`config.mk`:
```
export PLATFORM = sky130hd
export DESIGN_NAME = hbr_cmdsts
export DESIGN_NICKNAME = d
export VERILOG_FILES = /design/src/include/hbr_pkg.sv /design/src/verilog/hbr_flag.sv /design/src/verilog/hbr_serr_tx.sv /design/src/verilog/hbr_cmdsts.sv
export SDC_FILE = /design/constraint.sdc
export NUM_CORES = 1
export LEC_CHECK = 0
export BUFFER_PORTS_ARGS = -buffer_cell sky130_fd_sc_hd__buf_2
export CORE_MARGIN = 2
export CORE_UTILIZATION = 35
export CTS_BUF_LIST = sky130_fd_sc_hd__clkbuf_8
export DETAILED_ROUTE_END_ITERATION = 7
export HOLD_SLACK_MARGIN = 0.1
export PLACE_DENSITY = 0.82
export RECOVER_POWER = 50
export SETUP_SLACK_MARGIN = 0.1
export SYNTH_ARGS = -nofsm -noshare
export SYNTH_HDL_FRONTEND = slang
export SYNTH_SLANG_ARGS = --single-unit
```
`constraint.sdc`:
```
create_clock -name clock -period 0.98 [get_ports clock]
set_input_delay 0.196 -clock clock [delete_from_list [all_inputs] [get_ports clock]]
set_output_delay 0.196 -clock clock [all_outputs]
set_load 0.01 [all_outputs]
```
`src/include/hbr_pkg.sv`:
```
// Purpose: shared constants and carriers for the bridge command/status pair
// Assumes: config accesses are dword wide with byte enables
// Notes: byte addresses; command and status share one dword
package hbr_pkg;

    // config space layout
    localparam logic [7:0] CMD_OFFSET = 8'h04;
    localparam logic [7:0] STS_OFFSET = 8'h06;
    localparam logic [7:0] CMDSTS_DWORD = 8'h04;
    localparam int STS_SHIFT = 16;

    // command register fields
    localparam int CMD_FAST_B2B = 9;
    localparam int CMD_SERR_EN = 8;
    localparam int CMD_STEPPING = 7;
    localparam int CMD_PARITY_EN = 6;
    localparam int CMD_PALETTE = 5;
    localparam int CMD_WR_INVAL = 4;
    localparam int CMD_SPECIAL = 3;
    localparam int CMD_BUS_MASTER = 2;
    localparam int CMD_MEM_ACCESS = 1;
    localparam int CMD_IO_ACCESS = 0;
    localparam logic [15:0] CMD_RESET = 16'h0006;
    localparam logic [15:0] CMD_FIXED = 16'h0006;

    // status register fields
    localparam int STS_DET_PARITY = 15;
    localparam int STS_SIG_SERR = 14;
    localparam int STS_RX_MASTER_ABORT = 13;
    localparam int STS_RX_TARGET_ABORT = 12;
    localparam int STS_SIG_TARGET_ABORT = 11;
    localparam int STS_SEL_TIMING_HI = 10;
    localparam int STS_SEL_TIMING_LO = 9;
    localparam int STS_MASTER_PARITY = 8;
    localparam int STS_FAST_B2B = 7;
    localparam int STS_CAP_LIST = 4;
    localparam logic [15:0] STS_RESET = 16'h0090;
    localparam logic [15:0] STS_FIXED = 16'h0090;
    localparam logic [1:0] SEL_TIMING_FAST = 2'h0;

    // sticky flag slots, all in status byte lane 3 of the dword
    localparam int NUM_FLAGS = 5;
    localparam int FLAG_DPE = 0;
    localparam int FLAG_SSE = 1;
    localparam int FLAG_RMA = 2;
    localparam int FLAG_RTA = 3;
    localparam int FLAG_MDPE = 4;
    localparam logic [NUM_FLAGS-1:0][3:0] FLAG_POS = {4'h8, 4'hc, 4'hd, 4'he, 4'hf};
    localparam int FLAG_LANE = 3;

    typedef struct packed {
        logic req;
        logic wr;
        logic [7:0] addr;
        logic [3:0] be;
        logic [31:0] wdata;
    } hbr_cfg_req_t;

    typedef struct packed {
        logic ack;
        logic [31:0] rdata;
    } hbr_cfg_rsp_t;

    typedef struct packed {
        logic poisoned_tlp;
        logic unsupported_cpl;
        logic abort_cpl;
        logic poisoned_cpl;
        logic error_condition;
    } hbr_evt_t;

endpackage

```
`src/verilog/hbr_flag.sv`:
```
// Purpose: one sticky write-one-to-clear status flag
// Assumes: set and clear are single-cycle strobes on clock
// Notes: a set in the clear cycle keeps the flag
`timescale 1ns/1ps
`default_nettype none
module hbr_flag (
    input wire logic clock,
    input wire logic nrst,
    input wire logic set,
    input wire logic clr,
    output logic q
);
    typedef struct packed {
        logic flag;
    } hbr_flag_st_t;

    hbr_flag_st_t st_q;
    hbr_flag_st_t st_d;

    always_comb begin
        st_d = st_q;
        if (set) begin
            st_d.flag = 1'b1;
        end else if (clr) begin
            st_d.flag = 1'b0;
        end
    end

    always_ff @(posedge clock or negedge nrst) begin
        if (!nrst) begin
            st_q <= '0;
        end else begin
            st_q <= st_d;
        end
    end

    assign q = st_q.flag;
endmodule
`default_nettype wire

```
`src/verilog/hbr_serr_tx.sv`:
```
// Purpose: raises one system-error message request toward the link
// Assumes: ready comes from link logic on the same clock
// Notes: triggers while a message waits for ready merge into it; one in the cycle it is taken raises another
`timescale 1ns/1ps
`default_nettype none
module hbr_serr_tx (
    input wire logic clock,
    input wire logic nrst,
    input wire logic enable,
    input wire logic trigger,
    output logic msg_valid,
    input wire logic msg_ready,
    output logic sent
);
    typedef struct packed {
        logic pending;
    } hbr_serr_st_t;

    hbr_serr_st_t st_q;
    hbr_serr_st_t st_d;

    always_comb begin
        st_d = st_q;
        if (!enable) begin
            st_d.pending = 1'b0;
        end else if (trigger) begin
            st_d.pending = 1'b1;
        end else if (st_q.pending && msg_ready) begin
            st_d.pending = 1'b0;
        end
    end

    always_ff @(posedge clock or negedge nrst) begin
        if (!nrst) begin
            st_q <= '0;
        end else begin
            st_q <= st_d;
        end
    end

    // nothing leaves while the enable is low
    assign msg_valid = st_q.pending && enable;
    assign sent = msg_valid && msg_ready;
endmodule
`default_nettype wire

```
`src/verilog/hbr_cmdsts.sv`:
```
// Purpose: bridge command and status register pair of function 0
// Assumes: config port and event strobes are on clock
// Notes: command in dword lanes 1:0, status in lanes 3:2
//
// Behaviour
// command bit 9 reads 0, writes ignored; fast back-to-back is never enabled.
// with system-error enable set, send a message per enabled error condition; conditions arriving while a message waits for ready merge into it.
// with system-error enable clear, never send a system-error message.
// message path active when own enable or function 1 enable set.
// command bit 7 stepping enable reads 0.
// parity error enable is read/write, reset 0, gates master parity flag.
// command bits 5 and 4 read 0; no write-and-invalidate is issued.
// command bit 3 reads 0, writes have no effect.
// command bit 2 bus master enable reads 1.
// command bit 1 memory access enable reads 1 regardless of writes.
// command bit 0 io access enable reads 0.
// status bit 15 sets on a received poisoned packet; write 1 clears.
// status bit 14 sets when a system-error message is sent; write 1 clears.
// status bit 13 sets on an unsupported request completion; write 1 clears.
// status bit 12 sets on a completer abort completion; write 1 clears.
// status bit 11 reads 0; no target abort is ever signalled.
// status bits 10:9 read 00, fast decode; writes ignored.
// status bit 8 sets on poisoned completion only while parity enable set.
// status bit 7 reads 1, fast back-to-back capable.
// status bit 4 reads 1, capability list present.
// read-only and reserved bits ignore writes; reserved bits read 0.
`timescale 1ns/1ps
`default_nettype none
module hbr_cmdsts (
    input wire logic clock,
    input wire logic nrst,
    input wire hbr_pkg::hbr_cfg_req_t cfg_req,
    output hbr_pkg::hbr_cfg_rsp_t cfg_rsp,
    input wire hbr_pkg::hbr_evt_t events,
    input wire logic fn1_serr_enable,
    output logic serr_path_active,
    output logic serr_msg_valid,
    input wire logic serr_msg_ready,
    output logic system_error_enable,
    output logic parity_error_enable,
    output logic write_invalidate_enable
);
    typedef struct packed {
        logic serr_en;
        logic parity_en;
        logic ack;
        logic [31:0] rdata;
    } hbr_main_st_t;

    hbr_main_st_t st_q;
    hbr_main_st_t st_d;

    logic hit;
    logic wr_hit;
    logic rd_hit;
    logic serr_sent;
    logic [hbr_pkg::NUM_FLAGS-1:0] flag_set;
    logic [hbr_pkg::NUM_FLAGS-1:0] flag_clr;
    logic [hbr_pkg::NUM_FLAGS-1:0] flag_q;
    logic [15:0] cmd_view;
    logic [15:0] sts_view;
    logic [31:0] dword_view;

    // decode of the shared dword
    always_comb begin
        hit = 1'b0;
        if (cfg_req.req && (cfg_req.addr[7:2] == hbr_pkg::CMDSTS_DWORD[7:2])) begin
            hit = 1'b1;
        end else begin
            hit = 1'b0;
        end
    end

    assign wr_hit = hit && cfg_req.wr;
    assign rd_hit = hit && !cfg_req.wr;

    // system-error message sender, gated by own enable
    hbr_serr_tx u_serr_tx (
        .clock(clock),
        .nrst(nrst),
        .enable(st_q.serr_en),
        .trigger(events.error_condition && st_q.serr_en),
        .msg_valid(serr_msg_valid),
        .msg_ready(serr_msg_ready),
        .sent(serr_sent)
    );

    // flag set sources
    always_comb begin
        flag_set = '0;
        flag_set[hbr_pkg::FLAG_DPE] = events.poisoned_tlp;
        flag_set[hbr_pkg::FLAG_SSE] = serr_sent;
        flag_set[hbr_pkg::FLAG_RMA] = events.unsupported_cpl;
        flag_set[hbr_pkg::FLAG_RTA] = events.abort_cpl;
        flag_set[hbr_pkg::FLAG_MDPE] = events.poisoned_cpl && st_q.parity_en;
    end

    // write-one-to-clear strobes and sticky flags
    genvar gi;
    generate
        for (gi = 0; gi < hbr_pkg::NUM_FLAGS; gi++) begin : g_flag
            assign flag_clr[gi] = wr_hit && cfg_req.be[hbr_pkg::FLAG_LANE]
                && cfg_req.wdata[hbr_pkg::STS_SHIFT + int'(hbr_pkg::FLAG_POS[gi])];
            hbr_flag u_flag (
                .clock(clock),
                .nrst(nrst),
                .set(flag_set[gi]),
                .clr(flag_clr[gi]),
                .q(flag_q[gi])
            );
        end
    endgenerate

    // command read view
    always_comb begin
        cmd_view = hbr_pkg::CMD_FIXED;
        cmd_view[hbr_pkg::CMD_FAST_B2B] = 1'b0;
        cmd_view[hbr_pkg::CMD_SERR_EN] = st_q.serr_en;
        cmd_view[hbr_pkg::CMD_STEPPING] = 1'b0;
        cmd_view[hbr_pkg::CMD_PARITY_EN] = st_q.parity_en;
        cmd_view[hbr_pkg::CMD_PALETTE] = 1'b0;
        cmd_view[hbr_pkg::CMD_WR_INVAL] = 1'b0;
        cmd_view[hbr_pkg::CMD_SPECIAL] = 1'b0;
        cmd_view[hbr_pkg::CMD_BUS_MASTER] = 1'b1;
        cmd_view[hbr_pkg::CMD_MEM_ACCESS] = 1'b1;
        cmd_view[hbr_pkg::CMD_IO_ACCESS] = 1'b0;
    end

    // status read view
    always_comb begin
        sts_view = hbr_pkg::STS_FIXED;
        sts_view[hbr_pkg::STS_DET_PARITY] = flag_q[hbr_pkg::FLAG_DPE];
        sts_view[hbr_pkg::STS_SIG_SERR] = flag_q[hbr_pkg::FLAG_SSE];
        sts_view[hbr_pkg::STS_RX_MASTER_ABORT] = flag_q[hbr_pkg::FLAG_RMA];
        sts_view[hbr_pkg::STS_RX_TARGET_ABORT] = flag_q[hbr_pkg::FLAG_RTA];
        sts_view[hbr_pkg::STS_SIG_TARGET_ABORT] = 1'b0;
        sts_view[hbr_pkg::STS_SEL_TIMING_HI:hbr_pkg::STS_SEL_TIMING_LO] =
            hbr_pkg::SEL_TIMING_FAST;
        sts_view[hbr_pkg::STS_MASTER_PARITY] = flag_q[hbr_pkg::FLAG_MDPE];
        sts_view[hbr_pkg::STS_FAST_B2B] = 1'b1;
        sts_view[hbr_pkg::STS_CAP_LIST] = 1'b1;
    end

    assign dword_view = {sts_view, cmd_view};

    // register state and read answer
    always_comb begin
        st_d = st_q;
        st_d.ack = cfg_req.req;
        st_d.rdata = '0;
        if (wr_hit && cfg_req.be[1]) begin
            st_d.serr_en = cfg_req.wdata[hbr_pkg::CMD_SERR_EN];
        end
        if (wr_hit && cfg_req.be[0]) begin
            st_d.parity_en = cfg_req.wdata[hbr_pkg::CMD_PARITY_EN];
        end
        if (rd_hit) begin
            st_d.rdata = dword_view;
        end else begin
            st_d.rdata = '0;
        end
    end

    always_ff @(posedge clock or negedge nrst) begin
        if (!nrst) begin
            st_q <= '0;
        end else begin
            st_q <= st_d;
        end
    end

    assign cfg_rsp.ack = st_q.ack;
    assign cfg_rsp.rdata = st_q.rdata;
    assign serr_path_active = st_q.serr_en || fn1_serr_enable;
    assign system_error_enable = st_q.serr_en;
    assign parity_error_enable = st_q.parity_en;
    assign write_invalidate_enable = 1'b0;
endmodule
`default_nettype wire

```
After elaboration in Yosys (flattened, before gate mapping)
Index checks and enable logic that the tools add are counted.
{"block": "classes", "addsub": 0, "n_mul": 0, "div_mod_pow": 0, "magnitude_cmp": 0, "n_eq_ne": 2, "n_shift": 0, "muxes": 15, "bitwise_logic": 0, "n_reduce_logical": 23}
{"op": "two-way mux 32 bit", "count": 1}
{"op": "logical AND 1 bit", "count": 16}
{"op": "two-way mux 1 bit", "count": 14}
{"op": "nonzero test 2 bit", "count": 5}
{"op": "equality test 6 x 1 -> 1 bit, second input constant", "count": 1}
{"op": "inequality test 3 x 1 -> 1 bit, second input constant", "count": 1}
{"op": "logical NOT 1 bit", "count": 1}
{"op": "logical OR 1 bit", "count": 1}
{"block": "word_totals", "reg_bits": 41, "latch_bits": 0, "mem_bits_rw": 0, "rom_bits": 0, "inputBits": 55, "output_inout_bits": 38, "wordCells": 50, "mem_count": 0}

Logic depth before layout (Yosys ltp)
{"block": "depth", "word_depth": 8, "mapped_depth": 5, "mapped_depth_nobuf": 3}

Hierarchy
A second synthesis with hierarchy kept.
{"block": "unflattened", "cells_unflattened": 83, "area_unflattened_um2": 899.6}
{"module": "hbr_cmdsts", "instances": 1, "cells_each": 63, "area_per_inst_um2": 664.4, "seq_area_each_um2": 275.3}
{"module": "hbr_flag", "instances": 5, "cells_each": 3, "area_per_inst_um2": 36.3, "seq_area_each_um2": 25.0}
{"module": "hbr_serr_tx", "instances": 1, "cells_each": 5, "area_per_inst_um2": 53.8, "seq_area_each_um2": 25.0}

Least setup slack after synthesis
No wires, ideal clock.
{"block": "synth_timing", "kind": "input to register", "start": "input cfg_req[42] in the netlist's numbering", "end": "register st_q (netlist bit system_error_enable)", "setup_ns": 0.128, "arrival_ns": 1.015, "t_required_ns": 0.852, "setup_slack_ns": -0.162, "stages": 4, "cell_sequence": "nor4bb_1 -> buf_4 -> nand4_1 -> mux2_1"}
{"block": "synth_between", "elab_chain_len": 5}
{"item": "from (decl)", "line_no": "hbr_cmdsts.sv:32", "text": "input wire hbr_pkg::hbr_cfg_req_t cfg_req,"}
{"item": "equality test 6 x 1 -> 1 bit", "line_no": "hbr_cmdsts.sv:67", "text": "if (cfg_req.req && (cfg_req.addr[7:2] == hbr_pkg::CMDSTS_DWORD[7:2])) begin"}
{"item": "logical AND 1 bit", "line_no": "hbr_cmdsts.sv:67"}
{"item": "two-way mux 1 bit", "line_no": "hbr_cmdsts.sv:67"}
{"item": "logical AND 1 bit", "line_no": "hbr_cmdsts.sv:74", "text": "assign wr_hit = hit && cfg_req.wr;"}
{"item": "logical AND 1 bit", "line_no": "hbr_cmdsts.sv:151", "text": "if (wr_hit && cfg_req.be[1]) begin"}
{"item": "to (signal assigned)", "line_no": "hbr_cmdsts.sv:168", "text": "st_q <= st_d;"}
{"item": "to (decl)", "line_no": "hbr_cmdsts.sv:50", "text": "hbr_main_st_t st_q;"}
No other way between the ends.
A chain may end at the register's enable or synchronous reset.

Final worst setup path
{"block": "layout_timing", "start": "register st_q (netlist bit system_error_enable)", "end": "output serr_path_active"}
{"block": "layout_between", "elab_chain_len": 1}
{"item": "logical OR 1 bit", "line_no": "hbr_cmdsts.sv:174", "text": "assign serr_path_active = st_q.serr_en || fn1_serr_enable;"}
{"item": "to (decl)", "line_no": "hbr_cmdsts.sv:36", "text": "output logic serr_path_active,"}
No other way between the ends.

==> summary.txt <==
Status
  • Outcome: finished with violations
  • Violated checks: setup timing

Detailed routing
  • Iter 0 DRT Violations: 5
  • DRT Wirelength: around 1900 um
  • DR vias: about 680
  • Final ANT Viol Nets: 0
  • Avg WL per Cell: around 12 um
  • DR pass1 iterations: 4
  • Vias per cell: ~4.3
  • Drt drc: 0

Clock tree
  • Clock-pin slew on the worst setup and hold paths: 60 ps
  • Latest clock arrival within the worst-skew pair: 250 ps
  • CTS tree: done
  • Root buf cell: clkbuf_8
  • # clock sinks: 17
  • Cts bufs inserted: 3
  • Clock tree buffer depth: 2
  • H-tree levels: 1

Finish
  • Final instance area: between 0.001 and 0.0015 mm^2
  • Flip-flop and latch area: 425 um^2
  • Post-layout util: 50.8%
  • Layout cells sized above 1: just over 50%
  • Fillers: around 230
  • Final non-filler cell total: around 160
  • Multi-input logic area: 367 um^2
  • Nets: between 150 and 200
  • Synth-to-Final Area Change: 40.9%
  • Inserted Diodes: 0

Yosys
  • Yosys warns: 0
  • Area share of the largest cell type after synthesis: 49.0%
  • Post-synthesis sequential area ratio: about half
  • Ranking of synthesized cells by area: dfrtp_1 49%, buf_4 23%, and2_1 5.8%
  • Number of synthesized register bits: 17
  • Mapped cell area: roughly 870 um^2
  • Cell taking the most area after synthesis: dfrtp_1
  • Synth cell types: 16
  • Post-synthesis area per instance: about 11 um^2
  • Post-Synthesis Cells: ~80

GRT
  • First-pass GRT wire length: approximately 2900 um
  • Largest net degree at the start of global routing: 18
  • Vias in the first global route: about 650
  • Total GRT Usage: 14.3%
  • GRT Residual Overflow: 0
  • Initial antenna violation count: 0

Critical path
  • Crit Path Max Fanout: 3
  • Critical Path End Type: output pin
  • Worst path arrival time: 1000 ps
  • Worst EP required: just under 800 ps
  • Crit start category: flop
  • Setup Crit Path Kind: flop to output pin

Min path
  • Worst hold path class: primary input to flop

Die
  • Die height: around 54 um
  • IO Pins: 93
  • Die width: 53.8 um
  • Core Rows: 18
  • Core area: 0.00241 mm^2
  • Die Area: approximately 0.0029 mm^2
  • Starting Density: 36.0%

Placed design
  • RD Place Congestion: about 0.79
  • Setup WS pre-CTS: -302 ps
  • Detailed placement HPWL: roughly 1400 um
  • Placement Cell Area: roughly 0.0010 mm^2
  • # port buffers: 42
  • Inst Count DP: 150

Power
  • P_leak: 0.684 nW
  • VDD IR max: 0.657 mV
  • Sw Ratio: roughly 24%
  • Net Sw Power: 0.356 mW
  • Power per standard cell area: ~1200 mW/mm^2
  • Clock power frac: 34.4%
  • Comb power frac: around 15%
  • Reg power frac: 50.4%
  • Cell Int Power: between 1 and 1.5 mW
  • Pwr Total: ~1.5 mW

STA
  • Fmax: roughly 830 MHz
  • Worst hold slack: ~120 ps
  • Max Clock Skew: roughly 0.93 ps
  • Final min period: around 1200 ps
  • Final WS setup: -220 ps
  • Setup violators final: 5
  • Max-slew violations: 0
  • Crit share post-route: 122%
  • TNS Setup: -650 ps
  • Final hold violation count: 0
  • RSZ-0062 raised after global routing: true

Run
  • Max-cap violations: 0
-- cell families (layout without fill, tap and decap cells) --
logic type	count (synthesis)	in the layout	share of synthesized area, %
buffers and inverters	27	57	23.3
other	1	22	0.432
muxes	2	2	2.59
and+or+nand+nor	25	25	19.2
AOI/OAI and AO/OA	6	6	5.48
DFF	17	17	49.0
-- worst max-delay path, cell delays in order, from the launching register on --
cell and delay, ps:
dfrtp_1 400, or2_4 240, buf_6 120
-- power by group through the flow --
stage	logic, mW	registers, mW	clock network (mW)
global route	0.244	0.743	0.557
floorplan	0.141	0.752	0
finish	0.223	0.741	0.506
detailed placement	0.177	0.751	0
CTS	0.219	0.740	0.512
global placement	0.172	0.750	0
-- cells in the final DEF (no fill, tap or decap), types with 2 or more instances in the layout --
cell	count
buf_2	36
clkbuf_8	3
conb_1	22
dfrtp_1	17
a21o_1	3
mux2_4	2
nand3_2	4
buf_4	3
and2_1	7
a22o_1	2
buf_6	11
and3_1	5
nand4_1	2
-- layer usage --
layer	vias to the layer above	share of wire, %	global-route usage (%)
met5	-	0	0
met4	0	1.8	8.97
met3	4	12	1.67
met2	52	51	26.2
met1	306	35	15.2
li1	315	-	-
-- repair_timing --
item,CTS,global route
buffers inserted,4,1
gates cloned,0,0
endpoints found under the setup margin,30,32
pin swaps,5,4
hold buffers,1,0
resized for setup,20,4
hold endpoints to repair,17,0
-- Yosys cell counts --
cell      number
nor4bb_1       1
a21o_1         3
nand3_1        5
dfrtp_1       17
conb_1         1
nor3_4         1
nand4_1        2
and3_1         5
a22o_1         2
and2_1         8
o21a_1         1
nor2b_1        1
and3b_1        1
or2_2          1
mux2_1         2
buf_4         27
-- worst paths after layout --
check	start	end	slack, ps	cells past startpoint
hold / removal	events[2]	g_flag[3].u_flag.q$_DFFE_PN0P_	120	2
min in group asynchronous	nrst	cfg_rsp[24]$_DFF_PN0_	410	2
max in group asynchronous	nrst	g_flag[0].u_flag.q$_DFFE_PN0P_	290	2
setup reg to reg	system_error_enable$_DFFE_PN0P_	system_error_enable$_DFFE_PN0P_	-10	3
setup / recovery	system_error_enable$_DFFE_PN0P_	serr_path_active	-220	2
hold reg to reg	g_flag[3].u_flag.q$_DFFE_PN0P_	g_flag[3].u_flag.q$_DFFE_PN0P_	480	1
-- state kept, by name, summed over array words and instances (netlist names) --
name                 count
cfg_rsp                  9
parity_error_enable      1
u_serr_tx.st_q           1
g_flag.u_flag.q          5
system_error_enable      1
-- area by class of cell --
cell class                      instances  area share (%)
Sequential cell                        17            34.8
Multi-Input combinational cell         55            30.0
Timing Repair Buffer                   53            28.5
Clock buffer                            3            3.37
Tap cell                               30            3.07
Clock inverter                          1           0.307
No activity file was read; power rests on OpenSTA's default activity.
